===== config.mk =====
export PLATFORM = sky130hd
export DESIGN_NAME = ext_bus_wait_status_outputs
export DESIGN_NICKNAME = d
export VERILOG_FILES = /design/src/verilog/ext_bus_status_pkg.sv /design/src/verilog/ext_bus_status_if.sv /design/src/verilog/ext_bus_wait_status_outputs.sv /design/src/verilog/ext_bus_float_pads.sv
export SDC_FILE = /design/constraint.sdc
export NUM_CORES = 1
export LEC_CHECK = 0
export BUFFER_PORTS_ARGS = -buffer_cell sky130_fd_sc_hd__buf_2
export CAP_MARGIN = 40
export CORE_MARGIN = 10
export CORE_UTILIZATION = 54
export DETAILED_ROUTE_END_ITERATION = 16
export PLACE_DENSITY = 0.87
export SLEW_MARGIN = 30
export SYNTH_ARGS = -nofsm -noshare
export SYNTH_HDL_FRONTEND = slang
export SYNTH_SLANG_ARGS = --single-unit

===== constraint.sdc =====
create_clock -name clk -period 2.4 [get_ports clk]
set_input_delay 0.48 -clock clk [delete_from_list [all_inputs] [get_ports clk]]
set_output_delay 0.48 -clock clk [all_outputs]
set_load 0.02 [all_outputs]

===== src/verilog/ext_bus_status_pkg.sv =====
package ext_bus_status_pkg;
    // Software wait states at or above which the strobe and ready check apply
    localparam logic [2:0] MIN_SW_WAITS = 3'h2;
    localparam int WAIT_CNT_W = 3;
    // Machine cycle is two core clocks: high phase then low phase
    localparam logic MCLK_RESET = 1'h1;
    localparam logic STROBE_IDLE = 1'h1;
    localparam logic FETCH_IDLE_N = 1'h1;
    localparam logic OE_OFF_N = 1'h1;

    typedef enum logic [1:0] {
        ST_IDLE = 2'b00,
        ST_SWWAIT = 2'b01,
        ST_READY = 2'b10,
        ST_LAST = 2'b11
    } access_e;
endpackage


===== src/verilog/ext_bus_status_if.sv =====
`timescale 1ns/10ps
`default_nettype none
interface ext_bus_status_if;
    logic floatReq;
    logic mclk;
    logic strobe;
    logic fetchN;
    logic mclkOeN;
    logic strobeOeN;
    logic fetchOeN;
    modport core (output mclk, output strobe, output fetchN, input floatReq);
    modport pad (input mclk, input strobe, input fetchN, output floatReq,
        output mclkOeN, output strobeOeN, output fetchOeN);
endinterface
`default_nettype wire


===== src/verilog/ext_bus_wait_status_outputs.sv =====
`timescale 1ns/10ps
`default_nettype none
// Contract
// - With two or more wait states, strobe goes low at first wait state.
// - Strobe returns high at the start of the last software wait state.
// - Strobe looped to ready adds exactly one external wait state.
// - Strobe pin floats while the float input is low.
// - Fetch indicator low exactly while an instruction address is out.
// - Fetch indicator floats while the float input is low.
// - Machine clock output toggles every core clock; machine cycles bounded by rising edges.
// - Machine clock output floats while the float input is low.
// - Ready is checked only with two or more waits, after they finish.
// - Ready low extends access one cycle and is resampled until high.
module ext_bus_wait_status_outputs
    import ext_bus_status_pkg::*;
(
    input wire logic clk,
    input wire logic rst_n,
    input wire logic accessStart,
    input wire logic accessIsFetch,
    input wire logic [2:0] swWaits,
    input wire logic ready,
    input wire logic outFloatN,
    output logic accessDone,
    output logic busy,
    output logic machine_clock_output,
    output logic machine_clock_output_oe_n,
    output logic wait_complete_strobe,
    output logic wait_complete_strobe_oe_n,
    output logic instr_fetch_indicator_n,
    output logic instr_fetch_indicator_n_oe_n
);
    ext_bus_status_if bus ();
    access_e state;
    access_e next_state;
    logic [WAIT_CNT_W-1:0] waitLeft;
    logic readyMeta;
    logic readySync;
    logic phaseLow;
    logic cycleEnd;
    logic longWaits;

    // Decoded events, each valid only on a machine-cycle end
    logic takeReq;
    logic lastSwWait;
    logic countWait;
    logic strobeRelease;
    logic readyOk;
    logic lastEnd;

    ext_bus_float_pads pads (
        .clk(clk),
        .rst_n(rst_n),
        .outFloatN(outFloatN),
        .bus(bus.pad)
    );

    assign machine_clock_output = bus.mclk;
    assign wait_complete_strobe = bus.strobe;
    assign instr_fetch_indicator_n = bus.fetchN;
    assign machine_clock_output_oe_n = bus.mclkOeN;
    assign wait_complete_strobe_oe_n = bus.strobeOeN;
    assign instr_fetch_indicator_n_oe_n = bus.fetchOeN;

    // Ready comes from the board, so synchronise it
    always_ff @(posedge clk or negedge rst_n) begin
        if (!rst_n) begin
            readyMeta <= 1'h1;
            readySync <= 1'h1;
        end else begin
            readyMeta <= ready;
            readySync <= readyMeta;
        end
    end

    // Machine cycle: two core clocks, rising edge opens each cycle
    always_ff @(posedge clk or negedge rst_n) begin
        if (!rst_n) begin
            phaseLow <= 1'h0;
            bus.mclk <= MCLK_RESET;
        end else begin
            phaseLow <= !phaseLow;
            bus.mclk <= phaseLow;
        end
    end

    // Every decision is taken on the edge that closes a machine cycle
    assign cycleEnd = phaseLow;
    assign longWaits = swWaits >= MIN_SW_WAITS;
    assign busy = state != ST_IDLE;

    // Shared conditions keep state, counter and strobe in step
    assign takeReq = (state == ST_IDLE) && accessStart && cycleEnd;
    assign lastSwWait = (state == ST_SWWAIT) && cycleEnd && (waitLeft == 3'h1);
    assign countWait = (state == ST_SWWAIT) && cycleEnd && (waitLeft != 3'h0);
    assign strobeRelease = (state == ST_SWWAIT) && cycleEnd && (waitLeft == 3'h2);
    assign readyOk = (state == ST_READY) && cycleEnd && readySync;
    assign lastEnd = (state == ST_LAST) && cycleEnd;

    always_comb begin
        next_state = state;
        unique case (state)
            ST_IDLE: begin
                if (takeReq) begin
                    if (swWaits == 3'h0) begin
                        next_state = ST_LAST;
                    end else begin
                        next_state = ST_SWWAIT;
                    end
                end
            end

            ST_SWWAIT: begin
                if (lastSwWait) begin
                    // Short wait counts never look at ready
                    if (longWaits) begin
                        next_state = ST_READY;
                    end else begin
                        next_state = ST_LAST;
                    end
                end
            end

            ST_READY: begin
                // At least one external wait; ready low adds whole machine cycles
                if (readyOk) begin
                    next_state = ST_LAST;
                end
            end

            ST_LAST: begin
                if (lastEnd) begin
                    next_state = ST_IDLE;
                end
            end
        endcase
    end

    // Pulse is combinational so a new request can follow on the next cycle end
    assign accessDone = lastEnd;

    always_ff @(posedge clk or negedge rst_n) begin
        if (!rst_n) begin
            state <= ST_IDLE;
        end else begin
            state <= next_state;
        end
    end

    // Remaining software wait states, counted per machine cycle
    always_ff @(posedge clk or negedge rst_n) begin
        if (!rst_n) begin
            waitLeft <= '0;
        end else if (takeReq) begin
            waitLeft <= swWaits;
        end else if (countWait) begin
            // Guarded at zero so a stray cycle cannot wrap the count
            waitLeft <= waitLeft - 3'h1;
        end
    end

    // Strobe low from first wait state until the last one starts
    always_ff @(posedge clk or negedge rst_n) begin
        if (!rst_n) begin
            bus.strobe <= STROBE_IDLE;
        end else if (!longWaits) begin
            bus.strobe <= STROBE_IDLE;
        end else if (takeReq) begin
            bus.strobe <= 1'h0;
        end else if (strobeRelease) begin
            // Released one machine cycle before waits end, so a looped ready is already
            // high at the synchroniser output when the first ready check is made
            bus.strobe <= STROBE_IDLE;
        end
    end

    // Fetch flag tracks the address phase of an instruction access
    always_ff @(posedge clk or negedge rst_n) begin
        if (!rst_n) begin
            bus.fetchN <= FETCH_IDLE_N;
        end else if (takeReq) begin
            bus.fetchN <= !accessIsFetch;
        end else if (accessDone) begin
            bus.fetchN <= FETCH_IDLE_N;
        end
    end
endmodule
`default_nettype wire


===== src/verilog/ext_bus_float_pads.sv =====
`timescale 1ns/10ps
`default_nettype none
module ext_bus_float_pads
    import ext_bus_status_pkg::*;
(
    input wire logic clk,
    input wire logic rst_n,
    input wire logic outFloatN,
    ext_bus_status_if.pad bus
);
    logic floatMeta;
    logic floatSync;

    // Float input is a pin: two flops before use
    always_ff @(posedge clk or negedge rst_n) begin
        if (!rst_n) begin
            floatMeta <= 1'h1;
            floatSync <= 1'h1;
        end else begin
            floatMeta <= outFloatN;
            floatSync <= floatMeta;
        end
    end

    assign bus.floatReq = !floatSync;

    // Enables are registered so pins float cleanly on a clock edge
    always_ff @(posedge clk or negedge rst_n) begin
        if (!rst_n) begin
            bus.mclkOeN <= OE_OFF_N;
            bus.strobeOeN <= OE_OFF_N;
            bus.fetchOeN <= OE_OFF_N;
        end else begin
            bus.mclkOeN <= !floatSync;
            bus.strobeOeN <= !floatSync;
            bus.fetchOeN <= !floatSync;
        end
    end
endmodule
`default_nettype wire


==> key figures, run 1 <==
Run status
  • Status: finished clean

Floorplanning
  • Die Y: roughly 57 um
  • DIE WIDTH: between 50 and 60 um
  • # rows: 13
  • Initial cell density of the core: 0.571
  • I/O pins: 17
  • Die area: 0.00326 mm^2
  • Area of the core: between 0.001 and 0.0015 mm^2

Placement
  • Dpl hpwl: 1160 um
  • Placed insts: between 90 and 100
  • GP Congestion: between 0.7 and 0.8
  • Port Buffer Count: 16

Clocking
  • CTS Buf Count: 3
  • Root buffer cell: clkbuf_4
  • H-tree levels: 1
  • CTS Hold Bufs: 0
  • TritonCTS clock tree: built
  • Clk slew on worst S/H paths: roughly 80 ps
  • CTS Sinks: 14
  • Post-CTS sizing: 0
  • Worst-case clock buffer depth: 2
  • Setup bufs post-CTS: 0
  • Clock Latency Late Sink: approximately 270 ps

Synthesis
  • Avg Cell Area, Syn: 11.8 um^2
  • Syn Nets: 81
  • Number of synthesized flops with an enable pin: 0
  • Cell area after synthesis: roughly 740 um^2
  • Yosys synthesis warning count: 0
  • Synth top area cells: dfstp_2, dfrtp_1, ha_1, inv_1, a2111oi_4
  • Main synth FF type: dfstp_2
  • #FFs+latches synth: 14
  • Yosys top cell by area: dfstp_2
  • Post-synth ARST share: 1.00
  • Post-Synthesis Cells: 63
  • Seq/Total Area, Yosys: 0.485
  • Post-synth top area share: 0.283
  • Cell variety after synth: 26

Route
  • Drt first-iter violations: 1
  • Vias: slightly below 500
  • Routed WL: between 1000 and 1500 um
  • Pre-antenna DRT Iters: 4
  • Vias per cell: approximately 5
  • DRC Markers: 0
  • DR WL/cell: about 15 um
  • Detail Route Antenna Nets: 0

Power and ir drop
  • Sw power: 0.401 mW
  • Worst VDD drop: between 0.0008 and 0.0009 V
  • Total power: around 1.0 mW
  • Sw frac: 0.385
  • Seq pwr share: 0.342
  • Pwr per Cell Area: 1210 mW/mm^2
  • Internal Power: between 0.6 and 0.7 mW
  • Gate power share: 0.500
  • P_leak: around 0.43 nW
  • Clock network fraction of total power: 0.158

Min path
  • Worst min-delay path class: in -> async

Setup path
  • Crit start category: flip-flop
  • Reg2Reg Depth: 6
  • Worst Path Arrival: 1970 ps
  • R2r startpoint: state[0]$_DFFE_PN0P_
  • R2r setup slk: 590 ps
  • Critical Path RT: 2560 ps
  • Crit end category: flip-flop
  • FF-to-FF End: state[0]$_DFFE_PN0P_
  • WS Path Type: reg -> reg
  • CP Max Fanout: 5

Timing
  • Finish-stage setup viols: 0
  • Worst rel slew slack: 0.757
  • Worst Clk Skew: about 2.5 ps
  • Final hold vios: 0
  • Hold Slack: 76.7 ps
  • RSZ-0062 raised after global routing: false
  • Final setup TNS: 0 ps
  • Final-report max-slew violation count: 0
  • Crit share post-route: 0.755
  • Fin crit period: roughly 1800 ps
  • Slew @ Worst Pin: around 360 ps
  • Fmax: about 550 MHz

Finish
  • Most common cell after layout, fill and taps aside: buf_2
  • Area Overhead vs Synth: 16.2%
  • FF+latch area: roughly 360 um^2
  • Layout Utilization: 0.663
  • Area of the multi-input gates: 338 um^2
  • Share of cells above drive strength 1: 0.420
  • Layout net count: 100
  • Fin cells: 96
  • FILL cells: roughly 100
  • Antenna diodes: 0
  • Most frequent cells in the layout: buf_2, ha_1, inv_1, dfstp_2, dfrtp_1

Global route
  • Largest net degree at the start of global routing: 15
  • Grt ovf: 0
  • Vias in the first global route: 509
  • Initial antenna violation count: 0
  • Global Route Usage Sum: 0.0918
  • First-pass GRT wire length: 2330 um

Job
  • Maxcap violations: 0
-- per-stage QoR --
stage | worst slack (ps) | instance area (um^2)
final | 588 | 863
after CTS | 579 | 863
after global placement | 739 | 827
after detailed placement | 591 | 827
after global routing | 458 | 863
after floorplan | 779 | 743
-- metal layers --
metal / global-route usage / routed length (um) / vias up
met4: 0.0503 / 19 / 0
met1: 0.0891 / 573 / 225
met2: 0.163 / 745 / 9
met5: 0 / 0 / -
li1: - / - / 247
met3: 0.0354 / 67 / 4
-- flip-flops by register name, summed over array words and instances, names as in the netlist --
| name | count |
|---|---|
| pads.floatMeta | 1 |
| readySync | 1 |
| wait_complete_strobe | 1 |
| pads.floatSync | 1 |
| instr_fetch_indicator_n | 1 |
| readyMeta | 1 |
| waitLeft | 3 |
| state | 2 |
| machine_clock_output | 1 |
| pads.bus.strobeOeN | 1 |
| cycleEnd | 1 |
-- Yosys cell counts (2+ instances only) --
cell	count
ha_1	9
dfstp_2	8
inv_1	8
dfrtp_1	6
a21oi_1	3
nand2_1	3
nor2_1	3
buf_4	2
mux2i_1	2
nand3b_1	2
o21ai_0	2
-- final cells by class --
type                            count  share of cell area
Inverter                            8              0.0348
Multi-Input combinational cell     39               0.391
Sequential cell                    14               0.417
Timing Repair Buffer               16              0.0928
Clock buffer                        4              0.0420
Tap cell                           15              0.0217
-- critical path, stage by stage, from the launching register on --
cell	delay, ps
dfrtp_1	380
inv_1	120
ha_1	230
o21ba_2	220
a2111oi_4	390
nor4b_2	280
a21oi_1	70
-- cell families (layout without fill, tap and decap cells) --
logic type / count (synthesis) / count (layout) / share of synthesized area
AO/OA/AOI/OAI: 12 / 12 / 0.136
AND/OR/NAND/NOR: 14 / 14 / 0.113
multiplexers: 3 / 3 / 0.0421
buffers and inverters: 10 / 28 / 0.0606
flip-flops: 14 / 14 / 0.485
XOR/XNOR: 1 / 1 / 0.0118
adder cells (fa/ha/maj): 9 / 9 / 0.152
-- power groups by stage --
stage | Sequential (mW) | Combinational [mW] | Clock (mW)
global placement | 0.357 | 0.494 | 0
finish | 0.356 | 0.520 | 0.164
global route | 0.367 | 0.590 | 0.182
floorplan | 0.373 | 0.383 | 0
detailed placement | 0.361 | 0.528 | 0
CTS | 0.357 | 0.532 | 0.171
-- how the worst max path moves through the flow --
stage                                     from              endpoint  slack, ps  depth (start not counted)
after floorplan           state[0]$_DFFE_PN0P_  state[0]$_DFFE_PN0P_        780                          6
after global placement    state[0]$_DFFE_PN0P_  state[0]$_DFFE_PN0P_        740                          6
after detailed placement  state[0]$_DFFE_PN0P_  state[0]$_DFFE_PN0P_        590                          6
after CTS                 state[0]$_DFFE_PN0P_  state[0]$_DFFE_PN0P_        580                          6
after global routing      state[0]$_DFFE_PN0P_  state[0]$_DFFE_PN0P_        460                          6
final                     state[0]$_DFFE_PN0P_  state[0]$_DFFE_PN0P_        590                          6
Note: power is estimated with default switching activity, not from simulation.
==> inputs of run 2 (changes only) <==
- CORE_ASPECT_RATIO: unset -> 1.2
- CORE_UTILIZATION: 54 -> 46
- PLACE_DENSITY: 0.87 -> 0.79
- clock period: 2.4 -> 1.5 ns (I/O delays scaled with it)
==> run 2 against run 1 <==
  * The flow now finishes with violations (negative setup slack)
  * Clock skew up 4.3 ps
  * Hold slack better by 22 ps
  * Die area up 11%
  * Clock-buffer cell count unchanged
  * Clock power up 68%
  * Utilization up 10 points
  * Sequential power up 74%
  * Highest routed layer unchanged
==> key figures, run 2 (synthesis results as in run 1) <==
Job
  • Maxcap violations: 0 (unchanged)

Finish
  • Antenna diodes: 0 (unchanged)
  • Biggest register: waitLeft
  • Share of cells above drive strength 1: 0.720 (+0.300)
  • Most common cell after layout, fill and taps aside: buf_4
  • Most frequent cells in the layout: buf_4, buf_2, dfstp_2, ha_4
  • Area Overhead vs Synth: 52.7%
  • Max reg flops: 3 (unchanged)
  • Fin area: 0.00113 mm^2 (+31%)
  • Biggest registers after layout: waitLeft x3, state x2
  • Layout net count: 119 (+19%)

Placement
  • Port Buffer Count: 16 (unchanged)
  • GP Congestion: 0.848 (+11%)
  • Dpl hpwl: 1230 um (+6.4%)
  • Post-DP Area: 917 um^2 (+11%)
  • Pre-CTS WS: -116 ps (-706 ps)

Setup path
  • Crit start category: flip-flop
  • Critical Path RT: 1710 ps (-850 ps)
  • R2r setup slk: -80 ps (-670 ps)
  • Largest stage delay on the critical path: 470 ps (+80 ps)
  • Worst Path Arrival: 1800 ps (-170 ps)
  • WS Path Type: reg -> reg
  • CP Max Fanout: 4 (-1)
  • CP max-delay cell: dfrtp_2
  • Critical Path, Cell by Cell: inv_4 -> ha_4 -> a21boi_4 -> a2111oi_4 -> buf_4 -> nor2_2 -> a21oi_2
  • Crit end category: flip-flop

Floorplanning
  • Die area: 0.00363 mm^2 (+11%)
  • Area of the core: 0.00148 mm^2 (+14%)
  • Initial cell density of the core: 0.501 (-0.0699)
  • # rows: 15 (+2)
  • DIE WIDTH: 56.7 um (-0.71%)
  • I/O pins: 17 (unchanged)
  • Die Y: 64.0 um (+12%)

Min path
  • Worst min-delay path class: in -> reg

Timing
  • Slew @ Worst Pin: 367 ps (+5.85 ps)
  • Hold Slack: 98.7 ps (+21.9 ps)
  • Fmax: 631 MHz (+14%)
  • Worst Clk Skew: 6.84 ps (+4.34 ps)
  • Final worst setup slack: -83.6 ps (-671 ps)
  • Worst rel slew slack: 0.755 (-0.00227)
  • RSZ-0062 raised after global routing: true
  • Final-report max-slew violation count: 0 (unchanged)
  • Final setup TNS: -335 ps (-335 ps)
  • Finish-stage setup viols: 6 (+6)
  • Fin crit period: 1580 ps (-229 ps)
  • Final hold vios: 0 (unchanged)
  • Crit share post-route: 1.06 (+0.301)

Global route
  • Largest net degree at the start of global routing: 15 (unchanged)
  • Initial antenna violation count: 0 (unchanged)
  • Global Route Usage Sum: 0.101 (+0.00903)
  • Vias in the first global route: 639 (+26%)
  • Grt ovf: 0 (unchanged)
  • First-pass GRT wire length: 2900 um (+24%)

Route
  • Vias per cell: 5.07 (+0.32%)
  • Highest routed metal layer: met4
  • Routed wl met2: 1060 um (+43%)
  • Metal-1 WL: 660 um (+15%)
  • Routed WL: 1870 um (+33%)
  • Detail Route Antenna Nets: 0 (unchanged)
  • DR WL/cell: 16.0 um (+9.0%)
  • Pre-antenna DRT Iters: 4 (unchanged)
  • Vias: 593 (+22%)
  • DRC Markers: 0 (unchanged)
  • Met3 WL: 70 um (+4.5%)
  • Drt first-iter violations: 2 (+1)

Clocking
  • Root buffer cell: clkbuf_4
  • Clock Latency Late Sink: 290 ps (+20 ps)
  • TritonCTS clock tree: built
  • CTS Buf Count: 3 (unchanged)
  • CTS Sinks: 14 (unchanged)
  • H-tree levels: 1 (unchanged)
  • Clk slew on worst S/H paths: 90 ps (about the same)
  • Worst-case clock buffer depth: 2 (unchanged)

Power and ir drop
  • Gate power share: 0.623 (+0.123)
  • Sw power: 0.908 mW (+130%)
  • Seq pwr share: 0.261 (-0.081)
  • Pwr per Cell Area: 2090 mW/mm^2 (+74%)
  • P_leak: 0.529 nW (+23%)
  • Clock network fraction of total power: 0.116 (-0.042)
  • Sw frac: 0.382 (-0.00264)
  • Worst VDD drop: 0.00148 V (+83%)
  • Internal Power: 1.47 mW (+130%)

Run status
  • Status: complete, but fails checks
  • Failing checks: negative setup slack
## run 2: power groups by stage
stage	registers, mW	logic (mW)	clock network [mW]
global placement	0.578	0.961	0
detailed placement	0.588	0.997	0
floorplan	0.603	0.636	0
CTS	0.614	1.29	0.277
global route	0.631	1.63	0.297
finish	0.621	1.48	0.275
## run 2: final cells by class
cell class	instances	area [um^2]
repair buffers	35	241
multi-input cells	39	437
well taps	17	21.3
inverters	8	35.0
clock buffers	4	36.3
fillers	96	348
flip-flops and latches	14	364
## run 2: final timing paths
check,from,to,cells after the start
setup / recovery,state[1]$_DFFE_PN0P_,state[1]$_DFFE_PN0P_,7
hold / removal,ready,readyMeta$_DFF_PN1_,1
setup reg to reg,state[1]$_DFFE_PN0P_,state[1]$_DFFE_PN0P_,7
hold reg to reg,pads.floatMeta$_DFF_PN1_,pads.floatSync$_DFF_PN1_,0
max in group asynchronous,rst_n,machine_clock_output$_DFF_PN1_,2
min in group asynchronous,rst_n,state[1]$_DFFE_PN0P_,2
## run 2: stage by stage
| stage | cells | utilization | power, mW |
|---|---|---|---|
| finish | 117 | 0.765 | 2.38 |
| global route | 117 | 0.765 | 2.56 |
| CTS | 115 | 0.735 | 2.18 |
| detailed placement | 104 | 0.619 | 1.59 |
| global placement | 104 | 0.619 | 1.54 |
| floorplan | 63 | - | 1.24 |
## run 2: worst max-delay path, delay by kind of cell, from the launching register on
family	cells	cell delay (ps)
AO/OA/AOI/OAI	3	570
flip-flops	1	470
buffers and inverters	2	260
adder cells (fa/ha/maj)	1	160
AND/OR/NAND/NOR	1	40
## run 2: what timing repair did
action / in CTS / in global routing
setup buffers: 6 / 2
endpoints found under the setup margin: 5 / 8
hold buffers: 1 / 0
hold endpoints to repair: 6 / 0
pin swaps: 6 / 2
resized for setup: 23 / 7
## run 2: layer usage
metal,global-route usage,vias up
met2,0.179,11
met1,0.0997,291
met3,0.0296,6
li1,-,285
met4,0.0633,0
met5,0,-
==> inputs of run 3 (changes only) <==
- CORE_MARGIN: 10 -> unset
- TNS_END_PERCENT: unset -> 5
==> run 3 against run 2 <==
  * The flow still finishes with violations (negative setup slack)
  * Sequential power is 4.7% lower
  * Critical path depth decreased by 1
  * Hold slack improved by 21 ps
  * Sequential cell count stayed put
  * Final area is 7.7% lower
  * Setup slack worse by 8.9 ps
  * Maximum frequency down 0.56%
  * Via count is 7.6% lower
  * Critical path type unchanged
==> key figures, run 3 (synthesis results as in run 1) <==
Power and ir drop
  • Sw frac: 0.364 (-0.0184)
  • Seq pwr share: 0.287 (+0.026)
  • P_leak: 0.496 nW (-6.1%)
  • Worst VDD drop: 0.00110 V (-26%)
  • Sw power: 0.749 mW (-18%)
  • Gate power share: 0.587 (-0.036)
  • Total power: 2.06 mW (-13%)
  • Pwr per Cell Area: 1970 mW/mm^2 (-6.1%)
  • Internal Power: 1.31 mW (-11%)
  • Clock network fraction of total power: 0.126 (+0.010)

Route
  • Routed WL: 1480 um (-21%)
  • Detail Route Antenna Nets: 0 (unchanged)
  • DR WL/cell: 13.1 um (-18%)
  • Vias: 548 (-7.6%)
  • Drt first-iter violations: 3 (+1)
  • Pre-antenna DRT Iters: 4 (unchanged)
  • DRC Markers: 0 (unchanged)
  • Vias per cell: 4.85 (-4.3%)

Setup path
  • Critical path origin: state[0]$_DFFE_PN0P_
  • R2r startpoint: state[0]$_DFFE_PN0P_
  • CP Max Fanout: 3 (-1)
  • WS Path Type: reg -> reg
  • Crit start category: flip-flop
  • FF-to-FF End: state[0]$_DFFE_PN0P_
  • R2r setup slk: -90 ps (about the same)
  • Worst Path Arrival: 1750 ps (-50 ps)
  • Reg2Reg Depth: 6 (-1)
  • Critical Path RT: 1660 ps (-50 ps)
  • Crit end category: flip-flop

Finish
  • FF+latch area: 362 um^2 (-0.69%)
  • Area of the multi-input gates: 394 um^2 (-9.7%)
  • Most frequent cells in the layout: buf_4, buf_2, dfstp_2, dfrtp_1
  • Layout net count: 115 (-3.4%)
  • Antenna diodes: 0 (unchanged)
  • Most common cell after layout, fill and taps aside: buf_4
  • Biggest registers after layout: waitLeft x3, state x2
  • Biggest register: waitLeft
  • FILL cells: 113 (+18%)
  • Area Overhead vs Synth: 40.9%
  • Fin area: 0.00105 mm^2 (-7.7%)
  • Max reg flops: 3 (unchanged)
  • Share of cells above drive strength 1: 0.646 (-0.0742)

Run status
  • Status: complete, but fails checks
  • Failing checks: negative setup slack

Clocking
  • Clock Latency Late Sink: 270 ps (-20 ps)
  • TritonCTS clock tree: built
  • Root buffer cell: clkbuf_4
  • Clk slew on worst S/H paths: 80 ps (about the same)
  • CTS Buf Count: 3 (unchanged)
  • H-tree levels: 1 (unchanged)
  • CTS Sinks: 14 (unchanged)
  • Worst-case clock buffer depth: 2 (unchanged)

Timing
  • Final worst setup slack: -92.5 ps (-8.87 ps)
  • Fin crit period: 1590 ps (+8.87 ps)
  • Worst rel slew slack: 0.800 (+0.0448)
  • Worst Clk Skew: 0.481 ps (-6.36 ps)
  • Slew @ Worst Pin: 301 ps (-66.4 ps)
  • RSZ-0062 raised after global routing: true
  • Finish-stage setup viols: 7 (+1)
  • Crit share post-route: 1.06 (+0.00591)
  • Final hold vios: 0 (unchanged)
  • Fmax: 628 MHz (-0.56%)
  • Final-report max-slew violation count: 0 (unchanged)

Floorplanning
  • Die area: 0.00178 mm^2 (-51%)
  • # rows: 15 (unchanged)
  • Area of the core: 0.00146 mm^2 (-1.3%)
  • Die Y: 46.0 um (-28%)
  • Initial cell density of the core: 0.508 (+0.00643)
  • DIE WIDTH: 38.7 um (-32%)
  • I/O pins: 17 (unchanged)

Placement
  • Dpl hpwl: 1080 um (-12%)
  • Post-DP Area: 917 um^2 (unchanged)
  • GP Congestion: 0.761 (-10%)
  • Pre-CTS WS: -134 ps (-18.4 ps)
  • Port Buffer Count: 16 (unchanged)

Global route
  • Met2 usage in global routing: 0.363 (+0.185)
  • Met3 Use GR: 0.0490 (+0.0194)
  • Initial antenna violation count: 0 (unchanged)
  • Vias in the first global route: 574 (-10%)
  • Met1 global-route usage: 0.176 (+0.0764)
  • First-pass GRT wire length: 2210 um (-24%)
  • Global Route Usage Sum: 0.186 (+0.0851)
  • Grt ovf: 0 (unchanged)
  • Largest net degree at the start of global routing: 15 (unchanged)
  • Global routing's busiest layer: met2

Job
  • Maxcap violations: 0 (unchanged)

Min path
  • Hold Path Cell Cnt: 1 (unchanged)
  • Hold Path Origin: ready
  • Worst min-delay path class: in -> reg
  • End of the worst hold path: readyMeta$_DFF_PN1_
## run 3: changes by cell type in the layout (fill, tap and decap cells not counted), moves of 2 or more
cell / previous run / this run
a21oi_1: 1 / 3
a21oi_2: 2 / 0
buf_4: 17 / 15
buf_6: 3 / 1
dfrtp_1: 3 / 5
dfrtp_2: 3 / 1
ha_2: 2 / 4
ha_4: 4 / 2
inv_4: 2 / 0
## run 3: repair_timing
item | 4_1_cts | 5_1_grt
endpoints found under the hold margin | 6 | 0
setup endpoints to repair | 5 | 8
pin swaps | 3 | 1
gates resized for setup | 11 | 4
buffers inserted | 4 | 0
hold buffers | 1 | 0
## run 3: layer usage
| metal | wire, um | share of wire |
|---|---|---|
| met1 | 561 | 0.38 |
| met2 | 888 | 0.60 |
| met4 | 0 | 0 |
| met3 | 30 | 0.020 |
| met5 | 0 | 0 |
## run 3: area by class of cell
cell class | instances | area share
Tap cell | 17 | 0.0203
Inverter | 8 | 0.0287
Sequential cell | 14 | 0.345
Multi-Input combinational cell | 39 | 0.376
Timing Repair Buffer | 31 | 0.195
Clock buffer | 4 | 0.0346
## run 3: how the worst max path moves through the flow
stage	end	slack (ps)
2_1_floorplan	state[0]$_DFFE_PN0P_	4
3_3_place_gp	state[0]$_DFFE_PN0P_	-40
3_5_place_dp	state[0]$_DFFE_PN0P_	-130
4_1_cts	state[0]$_DFFE_PN0P_	-80
5_1_grt	state[0]$_DFFE_PN0P_	-160
6_report	state[0]$_DFFE_PN0P_	-90
## run 3: stage by stage
step / TNS, ps / utilization / hold WS, ps / std cells
global placement: -77.2 / 0.626 / 199 / 104
finish: -345 / 0.715 / 119 / 113
detailed placement: -250 / 0.626 / 201 / 104
floorplan: 0 / - / 4.41 / 63
global route: -772 / 0.715 / 98.0 / 113
CTS: -332 / 0.709 / 110 / 113
## run 3: worst max-delay path, cell delays in order (launching register included)
cell and delay [ps]:
dfrtp_1 420, inv_2 100, ha_4 170, nor2b_4 120, a2111oi_4 350, nor4b_2 250
a21oi_1 70
## run 3: power by group through the flow
stage / clock network [mW] / logic, mW / registers (mW)
3_5_place_dp: 0 / 0.991 / 0.585
5_1_grt: 0.290 / 1.32 / 0.599
3_3_place_gp: 0 / 0.959 / 0.576
4_1_cts: 0.270 / 1.18 / 0.583
2_1_floorplan: 0 / 0.636 / 0.603
6_report: 0.259 / 1.21 / 0.592
